===== config.mk =====
export PLATFORM = sky130hd
export DESIGN_NAME = dum_top
export DESIGN_NICKNAME = d
export VERILOG_FILES = /design/src/hw/dum_top.v /design/src/hw/dum_chan.v
export VERILOG_INCLUDE_DIRS = /design/src /design/src/pkg
export SDC_FILE = /design/constraint.sdc
export NUM_CORES = 1
export LEC_CHECK = 0
export ABC_CLOCK_PERIOD_IN_PS = 2540
export BUFFER_PORTS_ARGS = -buffer_cell sky130_fd_sc_hd__buf_2
export CAP_MARGIN = 40
export CORE_ASPECT_RATIO = 1.1
export CORE_UTILIZATION = 43
export CTS_BUF_LIST = sky130_fd_sc_hd__clkbuf_4 sky130_fd_sc_hd__clkbuf_8
export DETAILED_ROUTE_END_ITERATION = 8
export PLACE_DENSITY = 0.61
export SYNTH_ARGS = -nofsm -noshare
export SYNTH_HDL_FRONTEND = slang
export SYNTH_HIERARCHICAL = 1
export SYNTH_SLANG_ARGS = --single-unit

===== constraint.sdc =====
create_clock -name aclk -period 2.54 [get_ports aclk]
set_input_delay 0.381 -clock aclk [delete_from_list [all_inputs] [get_ports aclk]]
set_output_delay 0.381 -clock aclk [all_outputs]
set_load 0.02 [all_outputs]

===== src/pkg/dum_defines.vh =====
// Register map, field positions and constants of the dual serial pin block
`ifndef DUM_DEFINES_VH
`define DUM_DEFINES_VH
`define DUM_OFF_MCR_A 8'h00
`define DUM_OFF_MCR_B 8'h04
`define DUM_OFF_EFR_A 8'h08
`define DUM_OFF_EFR_B 8'h0C
`define DUM_OFF_IER_A 8'h10
`define DUM_OFF_IER_B 8'h14
`define DUM_OFF_MSR 8'h18
`define DUM_OFF_STAT 8'h1C
`define DUM_OFF_MASK 8'h20
`define DUM_MCR_DTR 0
`define DUM_MCR_RTS 1
`define DUM_MCR_OP2 3
`define DUM_MCR_IR 6
`define DUM_EFR_AUTO_RTS 6
`define DUM_EFR_AUTO_CTS 7
`define DUM_IER_RTS 6
`define DUM_IER_CTS 7
`define DUM_CTRL_RST 8'h00
`define DUM_STAT_RST 16'h0000
`define DUM_SYNC_RST 5'h1F
`define DUM_EV_B_LSB 8
`define DUM_EV_RXRDY 4
`define DUM_RESP_OKAY 2'b00
`define DUM_RESP_SLVERR 2'b10
`define DUM_RST_MIN_NS 40
`define DUM_CLK_NS 5
`define DUM_RST_MIN_CYC ((`DUM_RST_MIN_NS + `DUM_CLK_NS - 1) / `DUM_CLK_NS)
`endif


===== src/hw/dum_top.v =====
// Dual serial channel pin block with AXI4-Lite control and interrupt
//
// Function
// With infrared select clear, each serial output idles high, also through reset.
// Infrared select moves that channel's output and input onto the infrared path.
// In infrared mode the serial output idles low.
// The far side keeps the standard serial input high while idle.
// Software asserts request-to-send before relying on automatic flow control.
// Clear-to-send is a plain input or the automatic transmit gate, chosen by two bits.
// Set-ready, carrier and ring inputs are status only and touch no data path.
// Output-2 bit set drives the interrupt pin and drives the output-2 pin low.
// Output-2 bit clear floats the interrupt pin and drives the output-2 pin high.
// A system using the interrupt pin should not use output-2 as a free output.
// Channel B receive-ready pin follows its receive buffer status.
// Request-to-send and terminal-ready are active low and usable as plain outputs.
// Channels A and B have separate, identical pin sets. Only channel B brings out a receive-ready pin; channel A's is left unconnected.
// Reset clears registers and outputs, holds serial out high and ignores serial in.
// Each modem output pin is the inverse of its control bit. Request-to-send is held high under automatic RTS while rx_fifo_full is set.
// Channel B receive-ready pin is low while data waits for the host.
//
// The implementer's own choices: the address map and the AXI4-Lite slave port.
`timescale 1ns/1ps
`include "dum_defines.vh"
module dum_top #(
  parameter ADDR_W = 8
) (
  // Clock and reset
  input wire aclk,
  input wire aresetn,
  // AXI4-Lite write address
  input wire [ADDR_W-1:0] s_axi_awaddr,
  input wire s_axi_awvalid,
  output wire s_axi_awready,
  // AXI4-Lite write data
  input wire [31:0] s_axi_wdata,
  input wire [3:0] s_axi_wstrb,
  input wire s_axi_wvalid,
  output wire s_axi_wready,
  // AXI4-Lite write response
  output reg [1:0] s_axi_bresp,
  output reg s_axi_bvalid,
  input wire s_axi_bready,
  // AXI4-Lite read address
  input wire [ADDR_W-1:0] s_axi_araddr,
  input wire s_axi_arvalid,
  output wire s_axi_arready,
  // AXI4-Lite read data
  output reg [31:0] s_axi_rdata,
  output reg [1:0] s_axi_rresp,
  output reg s_axi_rvalid,
  input wire s_axi_rready,
  // Interrupt
  output reg irq,
  // Channel A core side
  input wire tx_data_bit_a,
  input wire tx_busy_a,
  input wire ir_tx_bit_a,
  input wire rx_fifo_ready_a,
  input wire rx_fifo_full_a,
  input wire chan_irq_req_a,
  output wire rx_data_bit_a,
  output wire ir_rx_bit_a,
  output wire tx_allowed_a,
  // Channel B core side
  input wire tx_data_bit_b,
  input wire tx_busy_b,
  input wire ir_tx_bit_b,
  input wire rx_fifo_ready_b,
  input wire rx_fifo_full_b,
  input wire chan_irq_req_b,
  output wire rx_data_bit_b,
  output wire ir_rx_bit_b,
  output wire tx_allowed_b,
  // Channel A pins
  output wire serial_out_chan_a,
  input wire serial_in_chan_a,
  output wire request_to_send_n_a,
  input wire clear_to_send_n_a,
  output wire terminal_ready_n_a,
  input wire set_ready_n_a,
  input wire carrier_detect_n_a,
  input wire ring_indicator_n_a,
  output wire general_output_two_n_a,
  output wire interrupt_out_a,
  output wire interrupt_out_oe_a,
  // Channel B pins
  output wire serial_out_chan_b,
  input wire serial_in_chan_b,
  output wire request_to_send_n_b,
  input wire clear_to_send_n_b,
  output wire terminal_ready_n_b,
  input wire set_ready_n_b,
  input wire carrier_detect_n_b,
  input wire ring_indicator_n_b,
  output wire general_output_two_n_b,
  output wire interrupt_out_b,
  output wire interrupt_out_oe_b,
  output wire rx_ready_status_n
);
  reg [7:0] modem_control_reg_a_q;
  reg [7:0] modem_control_reg_b_q;
  reg [7:0] enhanced_feature_reg_a_q;
  reg [7:0] enhanced_feature_reg_b_q;
  reg [7:0] irq_enable_reg_a_q;
  reg [7:0] irq_enable_reg_b_q;
  reg [15:0] stat_q;
  reg [15:0] stat_d;
  reg [15:0] mask_q;
  reg [3:0] ms_a_prev_q;
  reg [3:0] ms_b_prev_q;
  reg rx_a_prev_q;
  reg rx_b_prev_q;
  reg aw_hold_q;
  reg w_hold_q;
  reg [ADDR_W-1:0] awaddr_q;
  reg [31:0] wdata_q;
  reg [3:0] wstrb_q;
  reg [31:0] rd_d;
  wire [3:0] ms_a;
  wire [3:0] ms_b;
  wire [15:0] stat_set;
  wire [15:0] stat_clr;
  wire do_write;
  wire [7:0] wr_addr;
  wire [7:0] rd_addr;
  wire lane0;

  // Map hit test, shared by both channels of the bus
  function is_mapped;
    input [7:0] a;
    begin
      case (a)
        `DUM_OFF_MCR_A, `DUM_OFF_MCR_B, `DUM_OFF_EFR_A, `DUM_OFF_EFR_B,
        `DUM_OFF_IER_A, `DUM_OFF_IER_B, `DUM_OFF_MSR, `DUM_OFF_STAT,
        `DUM_OFF_MASK: is_mapped = 1'b1;
        default: is_mapped = 1'b0;
      endcase
    end
  endfunction

  // Byte-lane merge of a 16-bit register
  function [15:0] merge16;
    input [15:0] old;
    input [31:0] wd;
    input [3:0] st;
    begin
      merge16 = {st[1] ? wd[15:8] : old[15:8], st[0] ? wd[7:0] : old[7:0]};
    end
  endfunction

  assign wr_addr = awaddr_q[7:0];
  assign rd_addr = s_axi_araddr[7:0];
  assign lane0 = wstrb_q[0];
  // One write in flight; address and data may come in either order
  assign s_axi_awready = ~aw_hold_q & ~s_axi_bvalid;
  assign s_axi_wready = ~w_hold_q & ~s_axi_bvalid;
  assign do_write = aw_hold_q & w_hold_q;
  assign s_axi_arready = ~s_axi_rvalid;

  always @(posedge aclk) begin
    if (!aresetn) begin
      aw_hold_q <= 1'b0;
      w_hold_q <= 1'b0;
      awaddr_q <= {ADDR_W{1'b0}};
      wdata_q <= 32'h00000000;
      wstrb_q <= 4'h0;
      s_axi_bvalid <= 1'b0;
      s_axi_bresp <= `DUM_RESP_OKAY;
    end else begin
      if (s_axi_awvalid && s_axi_awready) begin
        aw_hold_q <= 1'b1;
        awaddr_q <= s_axi_awaddr;
      end
      if (s_axi_wvalid && s_axi_wready) begin
        w_hold_q <= 1'b1;
        wdata_q <= s_axi_wdata;
        wstrb_q <= s_axi_wstrb;
      end
      if (do_write) begin
        aw_hold_q <= 1'b0;
        w_hold_q <= 1'b0;
        s_axi_bvalid <= 1'b1;
        s_axi_bresp <= is_mapped(wr_addr) ? `DUM_RESP_OKAY : `DUM_RESP_SLVERR;
      end else if (s_axi_bvalid && s_axi_bready) begin
        s_axi_bvalid <= 1'b0;
      end
    end
  end

  // Control registers; each byte sits in lane 0, the 16-bit mask in lanes 0 and 1
  always @(posedge aclk) begin
    if (!aresetn) begin
      modem_control_reg_a_q <= `DUM_CTRL_RST;
      modem_control_reg_b_q <= `DUM_CTRL_RST;
      enhanced_feature_reg_a_q <= `DUM_CTRL_RST;
      enhanced_feature_reg_b_q <= `DUM_CTRL_RST;
      irq_enable_reg_a_q <= `DUM_CTRL_RST;
      irq_enable_reg_b_q <= `DUM_CTRL_RST;
      mask_q <= `DUM_STAT_RST;
    end else if (do_write) begin
      case (wr_addr)
        `DUM_OFF_MCR_A: begin
          if (lane0) modem_control_reg_a_q <= wdata_q[7:0];
        end
        `DUM_OFF_MCR_B: begin
          if (lane0) modem_control_reg_b_q <= wdata_q[7:0];
        end
        `DUM_OFF_EFR_A: begin
          if (lane0) enhanced_feature_reg_a_q <= wdata_q[7:0];
        end
        `DUM_OFF_EFR_B: begin
          if (lane0) enhanced_feature_reg_b_q <= wdata_q[7:0];
        end
        `DUM_OFF_IER_A: begin
          if (lane0) irq_enable_reg_a_q <= wdata_q[7:0];
        end
        `DUM_OFF_IER_B: begin
          if (lane0) irq_enable_reg_b_q <= wdata_q[7:0];
        end
        `DUM_OFF_MASK: begin
          mask_q <= merge16(mask_q, wdata_q, wstrb_q);
        end
        default: begin
          mask_q <= mask_q;
        end
      endcase
    end
  end

  // Events: any modem input change, receive-ready rising
  assign stat_set[3:0] = ms_a ^ ms_a_prev_q;
  assign stat_set[`DUM_EV_RXRDY] = rx_fifo_ready_a & ~rx_a_prev_q;
  assign stat_set[`DUM_EV_B_LSB-1:`DUM_EV_RXRDY+1] = 3'b000;
  assign stat_set[`DUM_EV_B_LSB+3:`DUM_EV_B_LSB] = ms_b ^ ms_b_prev_q;
  assign stat_set[`DUM_EV_B_LSB+`DUM_EV_RXRDY] = rx_fifo_ready_b & ~rx_b_prev_q;
  assign stat_set[15:`DUM_EV_B_LSB+`DUM_EV_RXRDY+1] = 3'b000;
  assign stat_clr = (do_write && wr_addr == `DUM_OFF_STAT) ?
                    merge16(16'h0000, wdata_q, wstrb_q) : 16'h0000;

  always @* begin
    // Set beats a clear in the same cycle
    stat_d = (stat_q & ~stat_clr) | stat_set;
  end

  always @(posedge aclk) begin
    if (!aresetn) begin
      stat_q <= `DUM_STAT_RST;
      ms_a_prev_q <= 4'h0;
      ms_b_prev_q <= 4'h0;
      rx_a_prev_q <= 1'b0;
      rx_b_prev_q <= 1'b0;
      irq <= 1'b0;
    end else begin
      stat_q <= stat_d;
      ms_a_prev_q <= ms_a;
      ms_b_prev_q <= ms_b;
      rx_a_prev_q <= rx_fifo_ready_a;
      rx_b_prev_q <= rx_fifo_ready_b;
      irq <= |(stat_d & mask_q);
    end
  end

  always @* begin
    rd_d = 32'h00000000;
    case (rd_addr)
      `DUM_OFF_MCR_A: rd_d[7:0] = modem_control_reg_a_q;
      `DUM_OFF_MCR_B: rd_d[7:0] = modem_control_reg_b_q;
      `DUM_OFF_EFR_A: rd_d[7:0] = enhanced_feature_reg_a_q;
      `DUM_OFF_EFR_B: rd_d[7:0] = enhanced_feature_reg_b_q;
      `DUM_OFF_IER_A: rd_d[7:0] = irq_enable_reg_a_q;
      `DUM_OFF_IER_B: rd_d[7:0] = irq_enable_reg_b_q;
      `DUM_OFF_MSR: rd_d[9:0] = {tx_allowed_b, tx_allowed_a, ms_b, ms_a};
      `DUM_OFF_STAT: rd_d[15:0] = stat_q;
      `DUM_OFF_MASK: rd_d[15:0] = mask_q;
      default: rd_d = 32'h00000000;
    endcase
  end

  always @(posedge aclk) begin
    if (!aresetn) begin
      s_axi_rvalid <= 1'b0;
      s_axi_rdata <= 32'h00000000;
      s_axi_rresp <= `DUM_RESP_OKAY;
    end else if (s_axi_arvalid && s_axi_arready) begin
      s_axi_rvalid <= 1'b1;
      s_axi_rdata <= rd_d;
      s_axi_rresp <= is_mapped(rd_addr) ? `DUM_RESP_OKAY : `DUM_RESP_SLVERR;
    end else if (s_axi_rvalid && s_axi_rready) begin
      s_axi_rvalid <= 1'b0;
    end
  end

  // two identical channels
  dum_chan u_chan_a (
    .aclk(aclk),
    .aresetn(aresetn),
    .modem_control_reg(modem_control_reg_a_q),
    .enhanced_feature_reg(enhanced_feature_reg_a_q),
    .irq_enable_reg(irq_enable_reg_a_q),
    .tx_data_bit(tx_data_bit_a),
    .tx_busy(tx_busy_a),
    .ir_tx_bit(ir_tx_bit_a),
    .rx_fifo_ready(rx_fifo_ready_a),
    .rx_fifo_full(rx_fifo_full_a),
    .chan_irq_req(chan_irq_req_a),
    .rx_data_bit(rx_data_bit_a),
    .ir_rx_bit(ir_rx_bit_a),
    .tx_allowed(tx_allowed_a),
    .modem_status(ms_a),
    .serial_out(serial_out_chan_a),
    .serial_in(serial_in_chan_a),
    .request_to_send_n(request_to_send_n_a),
    .clear_to_send_n(clear_to_send_n_a),
    .terminal_ready_n(terminal_ready_n_a),
    .set_ready_n(set_ready_n_a),
    .carrier_detect_n(carrier_detect_n_a),
    .ring_indicator_n(ring_indicator_n_a),
    .general_output_two_n(general_output_two_n_a),
    .interrupt_out(interrupt_out_a),
    .interrupt_out_oe(interrupt_out_oe_a),
    .rx_ready_status_n()
  );

  dum_chan u_chan_b (
    .aclk(aclk),
    .aresetn(aresetn),
    .modem_control_reg(modem_control_reg_b_q),
    .enhanced_feature_reg(enhanced_feature_reg_b_q),
    .irq_enable_reg(irq_enable_reg_b_q),
    .tx_data_bit(tx_data_bit_b),
    .tx_busy(tx_busy_b),
    .ir_tx_bit(ir_tx_bit_b),
    .rx_fifo_ready(rx_fifo_ready_b),
    .rx_fifo_full(rx_fifo_full_b),
    .chan_irq_req(chan_irq_req_b),
    .rx_data_bit(rx_data_bit_b),
    .ir_rx_bit(ir_rx_bit_b),
    .tx_allowed(tx_allowed_b),
    .modem_status(ms_b),
    .serial_out(serial_out_chan_b),
    .serial_in(serial_in_chan_b),
    .request_to_send_n(request_to_send_n_b),
    .clear_to_send_n(clear_to_send_n_b),
    .terminal_ready_n(terminal_ready_n_b),
    .set_ready_n(set_ready_n_b),
    .carrier_detect_n(carrier_detect_n_b),
    .ring_indicator_n(ring_indicator_n_b),
    .general_output_two_n(general_output_two_n_b),
    .interrupt_out(interrupt_out_b),
    .interrupt_out_oe(interrupt_out_oe_b),
    // channel B only
    .rx_ready_status_n(rx_ready_status_n)
  );
endmodule


===== src/hw/dum_chan.v =====
// One serial channel: pin synchronisers, line muxing and modem pin drive
`timescale 1ns/1ps
`include "dum_defines.vh"
module dum_chan (
  // Clock and reset
  input wire aclk,
  input wire aresetn,
  // Control registers
  input wire [7:0] modem_control_reg,
  input wire [7:0] enhanced_feature_reg,
  input wire [7:0] irq_enable_reg,
  // Core side
  input wire tx_data_bit,
  input wire tx_busy,
  input wire ir_tx_bit,
  input wire rx_fifo_ready,
  input wire rx_fifo_full,
  input wire chan_irq_req,
  output reg rx_data_bit,
  output reg ir_rx_bit,
  output wire tx_allowed,
  output wire [3:0] modem_status,
  // Pins
  output reg serial_out,
  input wire serial_in,
  output reg request_to_send_n,
  input wire clear_to_send_n,
  output reg terminal_ready_n,
  input wire set_ready_n,
  input wire carrier_detect_n,
  input wire ring_indicator_n,
  output reg general_output_two_n,
  output reg interrupt_out,
  output reg interrupt_out_oe,
  output reg rx_ready_status_n
);
  wire [4:0] pins_in;
  reg [4:0] s1_q;
  reg [4:0] s2_q;
  reg [4:0] s3_q;
  reg [4:0] filt_q;
  wire [4:0] filt_d;
  wire ir_mode;
  wire auto_cts;
  wire auto_rts;

  assign pins_in = {serial_in, ring_indicator_n, carrier_detect_n, set_ready_n, clear_to_send_n};
  // Level moves only once stages two and three agree
  assign filt_d = (~(s2_q ^ s3_q) & s3_q) | ((s2_q ^ s3_q) & filt_q);
  // status only
  assign modem_status = ~filt_q[3:0];
  assign ir_mode = modem_control_reg[`DUM_MCR_IR];
  // cts mode select
  assign auto_cts = enhanced_feature_reg[`DUM_EFR_AUTO_CTS] & irq_enable_reg[`DUM_IER_CTS];
  assign tx_allowed = ~auto_cts | ~filt_q[0];
  assign auto_rts = enhanced_feature_reg[`DUM_EFR_AUTO_RTS] & irq_enable_reg[`DUM_IER_RTS];

  always @(posedge aclk) begin
    if (!aresetn) begin
      s1_q <= `DUM_SYNC_RST;
      s2_q <= `DUM_SYNC_RST;
      s3_q <= `DUM_SYNC_RST;
      filt_q <= `DUM_SYNC_RST;
    end else begin
      s1_q <= pins_in;
      s2_q <= s1_q;
      s3_q <= s2_q;
      filt_q <= filt_d;
    end
  end

  always @(posedge aclk) begin
    // reset pin levels
    if (!aresetn) begin
      serial_out <= 1'b1;
      rx_data_bit <= 1'b1;
      ir_rx_bit <= 1'b0;
      request_to_send_n <= 1'b1;
      terminal_ready_n <= 1'b1;
      general_output_two_n <= 1'b1;
      interrupt_out <= 1'b0;
      interrupt_out_oe <= 1'b0;
      rx_ready_status_n <= 1'b1;
    end else begin
      // line idle levels
      if (ir_mode) begin
        serial_out <= tx_busy & ir_tx_bit;
      end else begin
        serial_out <= ~tx_busy | tx_data_bit;
      end
      // receive path select
      rx_data_bit <= ir_mode | filt_q[4];
      ir_rx_bit <= ir_mode & filt_q[4];
      // inverted pin drive
      request_to_send_n <= ~(modem_control_reg[`DUM_MCR_RTS] & ~(auto_rts & rx_fifo_full));
      terminal_ready_n <= ~modem_control_reg[`DUM_MCR_DTR];
      // op2 gates interrupt
      general_output_two_n <= ~modem_control_reg[`DUM_MCR_OP2];
      interrupt_out_oe <= modem_control_reg[`DUM_MCR_OP2];
      interrupt_out <= chan_irq_req;
      // receive ready pin
      rx_ready_status_n <= ~rx_fifo_ready;
    end
  end
endmodule


Yosys cells after proc, flatten, opt, wreduce, memory -nomap -nowiden
Cells that the tools add are included. Widths: inputs -> output; s select.

Flip-flop bits (word level): 198. Input port bits: 81. Output and inout bits: 61. Logic and storage cells: 170.

Eq/ne operators: 16. Muxes and demuxes: 20. Bitwise logic cells: 63. Reductions and logical operators: 22.

Operators with widths (count): $pmux 8 s9 (1); $eq 8x5->1 const B (8); $and 16x16->16 (2); $eq 8x4->1 const B (4); $reduce_and 3->1 (8); $not 1->1 (22); $and 5x5->5 (4); $reduce_or 9->1 (2); $and 1x1->1 (17); $eq 8x3->1 const B (2); $eq 8x6->1 const B (2); $logic_not 8->1 (2); $mux 16 (1); $mux 8 (2); $not 16->16 (1); $or 16x13->16 (1); $reduce_or 16->1 (1); $mux 1 (12); $pmux 6 s2 (1); $not 5->5 (2); $or 5x5->5 (2); $xor 5x5->5 (2); $not 4->4 (2); $xor 4x4->4 (2); 6 further kinds (18).

Depth between registers and ports, before layout
Gate-level depths: netlist of run 1.

Depth in word-level cells: 8. Gate-level depth with buffers: 9. Gate-level depth less buffers: 7.

Hierarchy
Netlist of run 1, hierarchy kept.

Modules (own cells, without submodules): dum_top (times used 1, cells an instance 760, area an instance 6127.1 sq um, seq. area each 2782.7 sq um); dum_chan (times used 2, cells an instance 79, area an instance 855.8 sq um, seq. area each 580.6 sq um).

Worst setup path after synthesis of run 1
No wires, ideal clock.

Path kind: reg-to-reg. From: reg awaddr_q[2]. To: reg irq. Library setup time: 0.120 ns. Arrival time: 1.802 ns. Required time: 2.420 ns. Path slack: 0.618 ns. Stages on the path, launching flop included: 8. Path buffers: 1. Clock period less this slack: 1.922 ns. Cell sequence: dfxtp_1 or3b_4 nor3_4 buf_6 a31oi_1 nor4_1 nand3_1 o31a_1.

Word-level cells in the longest chain between the ends: 8.

Ends and longest elaborated chain: from (decl) (RTL line dum_top.v:115) `reg [ADDR_W-1:0] awaddr_q;`; from (signal assigned) (RTL line dum_top.v:164) `awaddr_q <= {ADDR_W{1'b0}};`; from (signal assigned) (RTL line dum_top.v:172) `awaddr_q <= s_axi_awaddr;`; $eq 8x5->1; $logic_and 1x1->1 (no source line); $mux 16 (RTL line dum_top.v:237) `` assign stat_clr = (do_write && wr_addr == `DUM_OFF_STAT) ? ``; $not 16->16 (RTL line dum_top.v:242) `stat_d = (stat_q & ~stat_clr) | stat_set;`; $and 16x16->16 (RTL line dum_top.v:242); $or 16x13->16 (RTL line dum_top.v:242); $and 16x16->16 (RTL line dum_top.v:259) `irq <= |(stat_d & mask_q);`; $reduce_or 16->1 (RTL line dum_top.v:259); to (signal assigned) (RTL line dum_top.v:259); to (decl) (RTL line dum_top.v:53) `output reg irq,`.

No other way between the ends. A chain may end at the register's enable or synchronous reset.

Worst setup path in the final report of run 1
Same ends and word-level chain as after synthesis.

==> metrics.md, run 1 <==
| Metric | Value |
|---|---|
| Worst vdd ir | `0.322 mV` |
| Arrival time worst endpoint | `~2.7 ns` |
| Clock skew | `about 0.012 ns` |
| Post-Route WL | `just under 20 mm` |
| Hold EP | `u_chan_a/s1_q[1]` |
| Worst-Margin Slew | `approximately 0.72 ns` |
| DR iter-0 viols | `487` |
| Initial core utilization | `between 40% and 50%` |
| # port buffers | `approximately 110` |
| Critical Path Start Type | `register` |
| Vias in the first global route | `about 5,900` |
| CTS tree | `built` |
| Cell row count | `51` |
| CTS sink cnt | `196` |
| Seq pwr share | `53.8%` |
| Final setup vio count | `0` |
| Commonest non-fill, non-tap cells in the layout | `dfxtp_1, nand2_1, a21oi_1, buf_2, nor2_1` |
| Setup TNS | `0 ns` |
| Vias per Instance | `~5.2` |
| Final core occ | `about half` |
| Leakage | `between 3 and 4 nW` |
| CTS buffer count | `17` |
| Final Hold Vio Count | `0` |
| Routed wire per std cell | `15.7 µm` |
| Ys Warns | `6` |
| H-tree levels | `4` |
| CP endpoint kind | `register` |
| Worst R2R Start | `awaddr_q[2]` |
| Final worst-path cycle share | `92.3%` |
| Largest net degree at the start of global routing | `about 120` |
| Total power draw | `~0.0060 W` |
| Worst r2r path cells | `7` |
| Most common cell after layout, fill and taps aside | `dfxtp_1` |
| Avg Inst Size Synth | `between 8 and 9 µm²` |
| R2r endpoint | `irq` |
| Sw frac | `between 20% and 30%` |
| Min-delay worst type | `in2reg` |
| Achievable Freq | `0.427 GHz` |
| Crit Path Class | `reg2reg` |
| Vias | `approximately 6,500` |
| Post-route ant nets | `0` |
| Hpwl dp | `13.8 mm` |
| Total gr overflow | `0` |
| Post-Synthesis Cells | `between 900 and 1,000` |
| Switching Power | `roughly 0.0014 W` |
| Max-slew headroom | `just over 50%` |
| # diodes | `0` |
| First-pass DRT Iterations | `5` |
| Worst EP required | `2.89 ns` |
| Reg2reg setup slack | `0.20 ns` |
| Setup Fix Bufs, Post-CTS | `0` |
| PD cells | `approximately 660 nW/µm²` |
| Share of layout cells above drive strength 1 | `roughly 18%` |
| Residual DRC count | `0` |
| PostCTS Resize Cnt | `0` |
| Die Width | `between 100 and 150 µm` |
| Area of the die | `around 19,000 µm²` |
| First-pass GRT wire length | `approximately 30 mm` |
| Cell Int Power | `0.00453 W` |
| Worst-Skew Late Latency | `about 0.46 ns` |
| Die height | `around 140 µm` |
| Crit path max fanout | `7` |
| Nets@finish | `roughly 1,100` |
| GPL Wtd Cong | `roughly 0.93` |
| Hold buffer count at CTS | `0` |
| Area grow syn2layout | `15.4%` |
| Clk buf depth | `2` |
| Clk pwr share | `38.9%` |
| MaxCap Viol Count | `0` |
| Hold Startpoint | `set_ready_n_a` |
| CTS clk-pin slew, worst paths | `~0.10 ns` |
| Logic pwr share | `7.3%` |
| Area of the core | `17,700 µm²` |
| Final slew viol count | `0` |
| RSZ-0062 raised after global routing | `false` |
| Mapped Area | `7810 µm²` |
| Hold-critical path depth | `2` |
| CTS root buf | `clkbuf_8` |
| Ports | `roughly 140` |
| Antenna violations before repair | `1` |
| Post-layout minimum cycle time | `2.34 ns` |
| GRT Total Usage | `a little over a fifth` |
| Outcome | `completed` |
==> per-layer routing <==
layer | global-route usage [%] | vias to the layer above | wire length [µm]
li1 | - | 3268 | -
met1 | 28.8 | 3036 | 9100
met2 | 35.6 | 171 | 9370
met3 | 4.47 | 29 | 938
met4 | 6.90 | 2 | 338
met5 | 0 | - | 16
==> layout make-up <==
class / instances / area [µm²]
Fill cell: 1773 / 8720
Timing Repair Buffer: 132 / 753
Clock buffer: 21 / 270
Inverter: 21 / 80.1
Clock inverter: 11 / 198
Multi-Input combinational cell: 642 / 3500
Tap cell: 238 / 298
Sequential cell: 196 / 3920
==> state kept, by name, indices dropped and copies added, names as in the netlist, 2 cells and up, named ones only <==
register	count
mask_q	16
s_axi_rdata	16
stat_q	16
wdata_q	16
awaddr_q	8
enhanced_feature_reg_a_q	8
enhanced_feature_reg_b_q	8
irq_enable_reg_a_q	8
irq_enable_reg_b_q	8
modem_control_reg_a_q	8
modem_control_reg_b_q	8
u_chan_a/s1_q	5
u_chan_a/s2_q	5
u_chan_a/s3_q	5
u_chan_b/s1_q	5
u_chan_b/s2_q	5
u_chan_b/s3_q	5
ms_a_prev_q	4
ms_b_prev_q	4
wstrb_q	2
==> critical path, cell delays in order, from the launching register on <==
cell	delay (ns)
dfxtp_1	0.43
or3b_4	0.45
nor3_4	0.38
buf_4	0.22
a21oi_1	0.06
nor4_1	0.28
nand3_1	0.11
o31a_1	0.31
==> per-stage QoR <==
stage	hold slack (ns)	worst slack [ns]	instances	area (µm²)
6_report	0.0865	0.196	1261	9020
5_1_grt	0.0580	0.0238	1261	9020
4_1_cts	0.0581	0.208	1261	9020
3_5_place_dp	0.393	0.226	1229	8550
3_3_place_gp	0.386	0.265	1229	8550
2_1_floorplan	0.370	0.618	933	7880
==> power by group through the flow <==
stage	sequential [W]	combinational (W)	clock, W
floorplan	0.00327	0.000289	0
global placement	0.00327	0.000433	0
detailed placement	0.00327	0.000436	0
CTS	0.00320	0.000437	0.00236
global route	0.00321	0.000478	0.00251
finish	0.00320	0.000435	0.00232
==> worst max-delay path by stage <==
stage,slack [ns],start,endpoint
finish,0.20,awaddr_q[2],irq
global route,0.02,awaddr_q[2],irq
CTS,0.21,awaddr_q[2],irq
detailed placement,0.23,awaddr_q[2],irq
global placement,0.26,w_hold_q,irq
floorplan,0.62,awaddr_q[2],irq
(Power assumes the default switching activity.)
==> run 2: changes to the inputs <==
--- a/config.mk
+++ b/config.mk
@@ -10,6 +10,7 @@
 export BUFFER_PORTS_ARGS = -buffer_cell sky130_fd_sc_hd__buf_2
 export CAP_MARGIN = 40
 export CORE_ASPECT_RATIO = 1.1
+export CORE_MARGIN = 5
 export CORE_UTILIZATION = 43
 export CTS_BUF_LIST = sky130_fd_sc_hd__clkbuf_4 sky130_fd_sc_hd__clkbuf_8
 export DETAILED_ROUTE_END_ITERATION = 8
==> run 2 against run 1 <==
- worst hold slack gained 0.00090 ns
- clock skew grew 0.0019 ns
- setup slack gained 0.052 ns
- die area grew 12%
- combinational power shrank 3%
- total power shrank 7.3%
- largest cell class unchanged
- highest routed layer unchanged
==> metrics.md, run 2 (synthesis results as in run 1) <==
| Metric | Value |
|---|---|
| Clock skew | `about 0.014 ns` |
| Clk buf depth | `2` |
| Ports | `between 100 and 150` |
| Post-route ant nets | `0` |
| Hold-critical path depth | `2` |
| Share of layout cells above drive strength 1 | `between 10% and 20%` |
| Hold buffer count at CTS | `0` |
| Final worst-path cycle share | `between 90% and 100%` |
| CTS root buf | `clkbuf_8` |
| Initial core utilization | `between 40% and 50%` |
| PostCTS Resize Cnt | `0` |
| Final Hold Vio Count | `0` |
| Outcome | `completed` |
| Worst-Skew Late Latency | `0.47 ns` |
| CTS clk-pin slew, worst paths | `approximately 0.11 ns` |
| Largest net degree at the start of global routing | `between 100 and 150` |
| PD cells | `619 nW/µm²` |
| Final slew viol count | `0` |
| Vias per Instance | `between 5 and 6` |
| DP Cell Count | `1,228` |
| Fin cells | `around 1,300` |
| CP max stage delay | `between 0.4 and 0.5 ns` |
| MaxCap Viol Count | `0` |
| Area grow syn2layout | `14.1%` |
| CTS tree | `built` |
| Routed wire per std cell | `15.8 µm` |
| Design area | `8910 µm²` |
| RSZ-0062 raised after global routing | `false` |
| Vias | `6,484` |
| Worst EP required | `between 2 and 3 ns` |
| Arrival time worst endpoint | `~2.6 ns` |
| CTS sink cnt | `196` |
| Total gr overflow | `0` |
| Crit path max fanout | `20` |
| Worst vdd ir | `0.303 mV` |
| Nets@finish | `between 1,000 and 1,500` |
| Final setup vio count | `0` |
| Hpwl dp | `roughly 14 mm` |
| Top delay family on crit path | `simple AND/OR/NAND/NOR gates` |
| Worst r2r path cells | `7` |
| Placed Instance Area | `between 8000 and 9000 µm²` |
| Commonest non-fill, non-tap cells in the layout | `dfxtp_1, nand2_1, a21oi_1, buf_2, nor2_1` |
| Critical Path Start Type | `register` |
| H-tree levels | `4` |
| First-pass GRT wire length | `31.5 mm` |
| CP endpoint kind | `register` |
| Leakage | `3.57 nW` |
| CTS buffer count | `17` |
| Die Width | `~140 µm` |
| DR iter-0 viols | `378` |
| Worst-path cell chain | `nand4bb_1, buf_4, nor4b_2, buf_12, nand2_1, mux2i_1, nor2_1` |
| Total power draw | `between 0.005 and 0.006 W` |
| Vias in the first global route | `around 5,900` |
| First-pass DRT Iterations | `5` |
| # fillers | `roughly 1,800` |
| Die height | `roughly 150 µm` |
| CP max-delay cell | `dfxtp_1` |
| Achievable Freq | `about 0.44 GHz` |
| Min-delay worst type | `in2reg` |
| Most common cell after layout, fill and taps aside | `dfxtp_1` |
| Post-Route WL | `approximately 20 mm` |
| Cell row count | `between 50 and 60` |
| Crit Path Class | `reg2reg` |
| Area of the die | `around 21,000 µm²` |
| Area of the core | `between 15,000 and 20,000 µm²` |
| Setup Fix Bufs, Post-CTS | `0` |
| Residual DRC count | `0` |
| Worst path depth | `7` |
| Post-layout minimum cycle time | `~2.3 ns` |
| Max-slew headroom | `around 53%` |
| Worst-Margin Slew | `0.701 ns` |
| Setup TNS | `0 ns` |
| # diodes | `0` |
| # port buffers | `~110` |
| GPL Wtd Cong | `approximately 0.94` |
| GRT Total Usage | `a little under a fifth` |
| Antenna violations before repair | `1` |
| Buf+Inv Stages, Crit Path | `2` |
## run 2: metal layers
layer	track usage (%)	wire length (µm)	up-vias
met2	30.9	9550	159
li1	-	-	3277
met3	4.64	1010	27
met1	24.9	9020	3019
met5	0	13	-
met4	5.73	350	2
## run 2: per-stage QoR
| step | utilization (%) | hold WS [ns] | worst slack (ns) |
|---|---|---|---|
| floorplan | - | 0.370 | 0.618 |
| global placement | 48.0 | 0.385 | 0.306 |
| detailed placement | 48.0 | 0.385 | 0.270 |
| CTS | 50.1 | 0.0522 | 0.248 |
| global route | 50.1 | 0.0610 | 0.0708 |
| finish | 50.1 | 0.0874 | 0.248 |
## run 2: power by group
group	switching (W)	total [W]	internal, W	leakage, nW
combinational	0.000274	0.000424	0.000150	1.79
clock	0.00115	0.00189	0.000734	0.189
sequential	0.0000624	0.00321	0.00314	1.59
total	0.00149	0.00552	0.00403	3.57
## run 2: path summary, 6_finish.rpt
path	from	end	slack [ns]
worst min-delay path	s_axi_rready	s_axi_rvalid	0.09
worst max-delay path	w_hold_q	modem_control_reg_b_q[3]	0.25
worst max register to register	w_hold_q	modem_control_reg_b_q[3]	0.25
worst min register to register	modem_control_reg_a_q[0]	u_chan_a/terminal_ready_n	0.40
## run 2: area by class of cell
class	count	area (µm²)	area share, %
Clock buffer	18	248	2.78
Inverter	21	80.1	0.898
Clock inverter	14	119	1.33
Sequential cell	196	3920	44.0
Multi-Input combinational cell	642	3500	39.3
Timing Repair Buffer	131	746	8.37
Tap cell	238	298	3.34
==> run 3: changes to the inputs <==
--- a/config.mk
+++ b/config.mk
@@ -17,5 +17,4 @@
 export PLACE_DENSITY = 0.61
 export SYNTH_ARGS = -nofsm -noshare
 export SYNTH_HDL_FRONTEND = slang
-export SYNTH_HIERARCHICAL = 1
 export SYNTH_SLANG_ARGS = --single-unit
==> run 3 against run 2 <==
- sequential share of layout area is 1.5 points lower
- synthesized area is 1.7% higher
- first-iteration DRC count is 15% higher
- count of clock-buffer cells in the layout is 1 higher
- clock power is 15% higher
- clock skew is 0.0024 ns lower
- critical path type unchanged
- largest cell class unchanged
==> metrics.md, run 3 <==
| Metric | Value |
|---|---|
| Dominant cells by area after synthesis | `dfxtp_1, mux2i_1, nor2b_1` |
| Hold buffer count at CTS | `0` |
| Yosys top cell area share | `49.4%` |
| Final slew viol count | `0` |
| Vias in the first global route | `around 6,000` |
| Critical Path Start Type | `register` |
| Post-synthesis sequential area ratio | `49.4%` |
| Worst-Skew Late Latency | `~0.47 ns` |
| Cell row count | `52` |
| Antenna violations before repair | `0` |
| Leakage | `around 3.9 nW` |
| Final Hold Vio Count | `0` |
| Worst r2r path cells | `6` |
| GRT Total Usage | `19.1%` |
| Post-synth EDFFs | `0` |
| Reg2reg setup slack | `around 0.34 ns` |
| CTS tree | `built` |
| Arrival time worst endpoint | `approximately 2.6 ns` |
| Post-Synthesis Cells | `840` |
| Final core occ | `roughly 50%` |
| Routed wire per std cell | `between 15 and 20 µm` |
| Xor and xnor area share after synthesis | `less than 1%` |
| Mapped Area | `about 8000 µm²` |
| Vias per Instance | `around 5` |
| CTS sink cnt | `196` |
| DR iter-0 viols | `about 430` |
| PostCTS Resize Cnt | `0` |
| Hpwl dp | `about 14 mm` |
| Achievable Freq | `~0.45 GHz` |
| CP endpoint kind | `register` |
| H-tree levels | `4` |
| Cell taking the most area after synthesis | `dfxtp_1` |
| Final setup vio count | `0` |
| Nets@finish | `between 1,000 and 1,500` |
| CTS clk-pin slew, worst paths | `around 0.1 ns` |
| Die height | `153 µm` |
| Post-synthesis mux area share | `~8.6%` |
| Adder-Cell Fraction of Synth Area | `0%` |
| # diodes | `0` |
| Clk buf depth | `2` |
| First-pass DRT Iterations | `5` |
| # fillers | `between 1,500 and 2,000` |
| Share of layout cells above drive strength 1 | `19.7%` |
| Vias | `between 6,000 and 7,000` |
| Ports | `between 100 and 150` |
| RSZ-0062 raised after global routing | `false` |
| Final worst-path cycle share | `between 80% and 90%` |
| Post-layout minimum cycle time | `about 2.2 ns` |
| Crit path max fanout | `17` |
| CTS root buf | `clkbuf_8` |
| Sequential cell area | `slightly below 4000 µm²` |
| Crit Path Class | `reg2reg` |
| Min-delay worst type | `in2reg` |
| Total gr overflow | `0` |
| Worst EP required | `between 2 and 3 ns` |
| Area of the core | `around 18,000 µm²` |
| Total power draw | `approximately 0.006 W` |
| Residual DRC count | `0` |
| Area of the die | `around 21,000 µm²` |
| Clock skew | `approximately 0.012 ns` |
| Setup TNS | `0 ns` |
| GPL Wtd Cong | `0.877` |
| Simple-gate share of the synthesized area | `approximately 22%` |
| Synth Flop Type | `dfxtp_1` |
| CTS buffer count | `17` |
| Synth Register Bits | `between 150 and 200` |
| Most common cell after layout, fill and taps aside | `dfxtp_1` |
| Initial core utilization | `43.5%` |
| Largest net degree at the start of global routing | `between 90 and 100` |
| Worst vdd ir | `0.336 mV` |
| Avg Inst Size Synth | `between 9 and 10 µm²` |
| First-pass GRT wire length | `around 33 mm` |
| Post-route ant nets | `0` |
| MaxCap Viol Count | `0` |
| Commonest non-fill, non-tap cells in the layout | `dfxtp_1, nand2_1, buf_2, nor2b_1, mux2i_1` |
| Largest family of logic cells by synthesized area | `simple AND/OR/NAND/NOR gates` |
| PD cells | `631 nW/µm²` |
| Die Width | `between 100 and 150 µm` |
| Worst-Margin Slew | `around 0.77 ns` |
| Top-count cell post-synth | `dfxtp_1` |
| # port buffers | `105` |
| Setup Fix Bufs, Post-CTS | `0` |
| Unique masters post-synth | `between 50 and 60` |
| Hold-critical path depth | `2` |
| Ys Warns | `0` |
| Post-synth top cells | `dfxtp_1, nand2_1, nor2b_1` |
| Outcome | `completed` |
| Post-Route WL | `~20 mm` |
| Asr flop ratio synth | `0%` |
| Compound-Gate Fraction of Synth Area | `between 10% and 20%` |
| Multi-input logic area | `3700 µm²` |
| Max-slew headroom | `between 40% and 50%` |
| Area grow syn2layout | `16.2%` |
-- run 3: cell type report --
class	count	area share [%]
Tap cell	243	3.29
Inverter	15	0.609
Clock buffer	19	2.83
Clock inverter	13	1.83
Multi-Input combinational cell	577	40.1
Timing Repair Buffer	141	8.91
Sequential cell	196	42.5
-- run 3: critical path: stages, from the launching register on --
cell       delay [ns]
dfxtp_1          0.44
nor4bb_2         0.31
buf_4            0.27
and3_1           0.27
o2111a_1         0.27
o2111ai_1        0.12
o41a_1           0.43
-- run 3: power breakdown --
group	total [W]	switching, W	internal (W)
clock network	0.00217	0.00113	0.00104
registers	0.00320	0.0000537	0.00314
logic	0.000455	0.000278	0.000178
total	0.00583	0.00146	0.00436
-- run 3: through the flow --
step / hold WS, ns / setup slack [ns] / instance area, µm² / instances
floorplan: 0.371 / 0.651 / 8010 / 857
global route: 0.0469 / 0.178 / 9240 / 1204
finish: 0.0861 / 0.336 / 9240 / 1204
detailed placement: 0.392 / 0.309 / 8810 / 1172
global placement: 0.390 / 0.345 / 8810 / 1172
CTS: 0.0501 / 0.375 / 9240 / 1204
-- run 3: path summary, 6_finish.rpt --
check,from,end
hold reg to reg,u_chan_b.s1_q[0],u_chan_b.s2_q[0]
setup reg to reg,awaddr_q[2],irq
hold / removal,serial_in_chan_b,u_chan_b.s1_q[4]
setup / recovery,awaddr_q[2],irq
-- run 3: cell families (layout without fill, tap and decap cells) --
logic type	count (synthesis)	count (layout)
xor gates and xnor gates	8	8
DFF	196	196
other	1	18
and+or+nand+nor	319	319
buffers and inverters	84	188
muxes	67	67
AOI/OAI and AO/OA	165	165
-- run 3: per-layer routing --
layer	vias to the layer above	part of all wire, %	GRT usage [%]
met3	21	4.6	4.55
met5	-	0	0
li1	3083	-	-
met4	0	1.8	5.26
met2	150	49	32.2
met1	2863	45	24.6
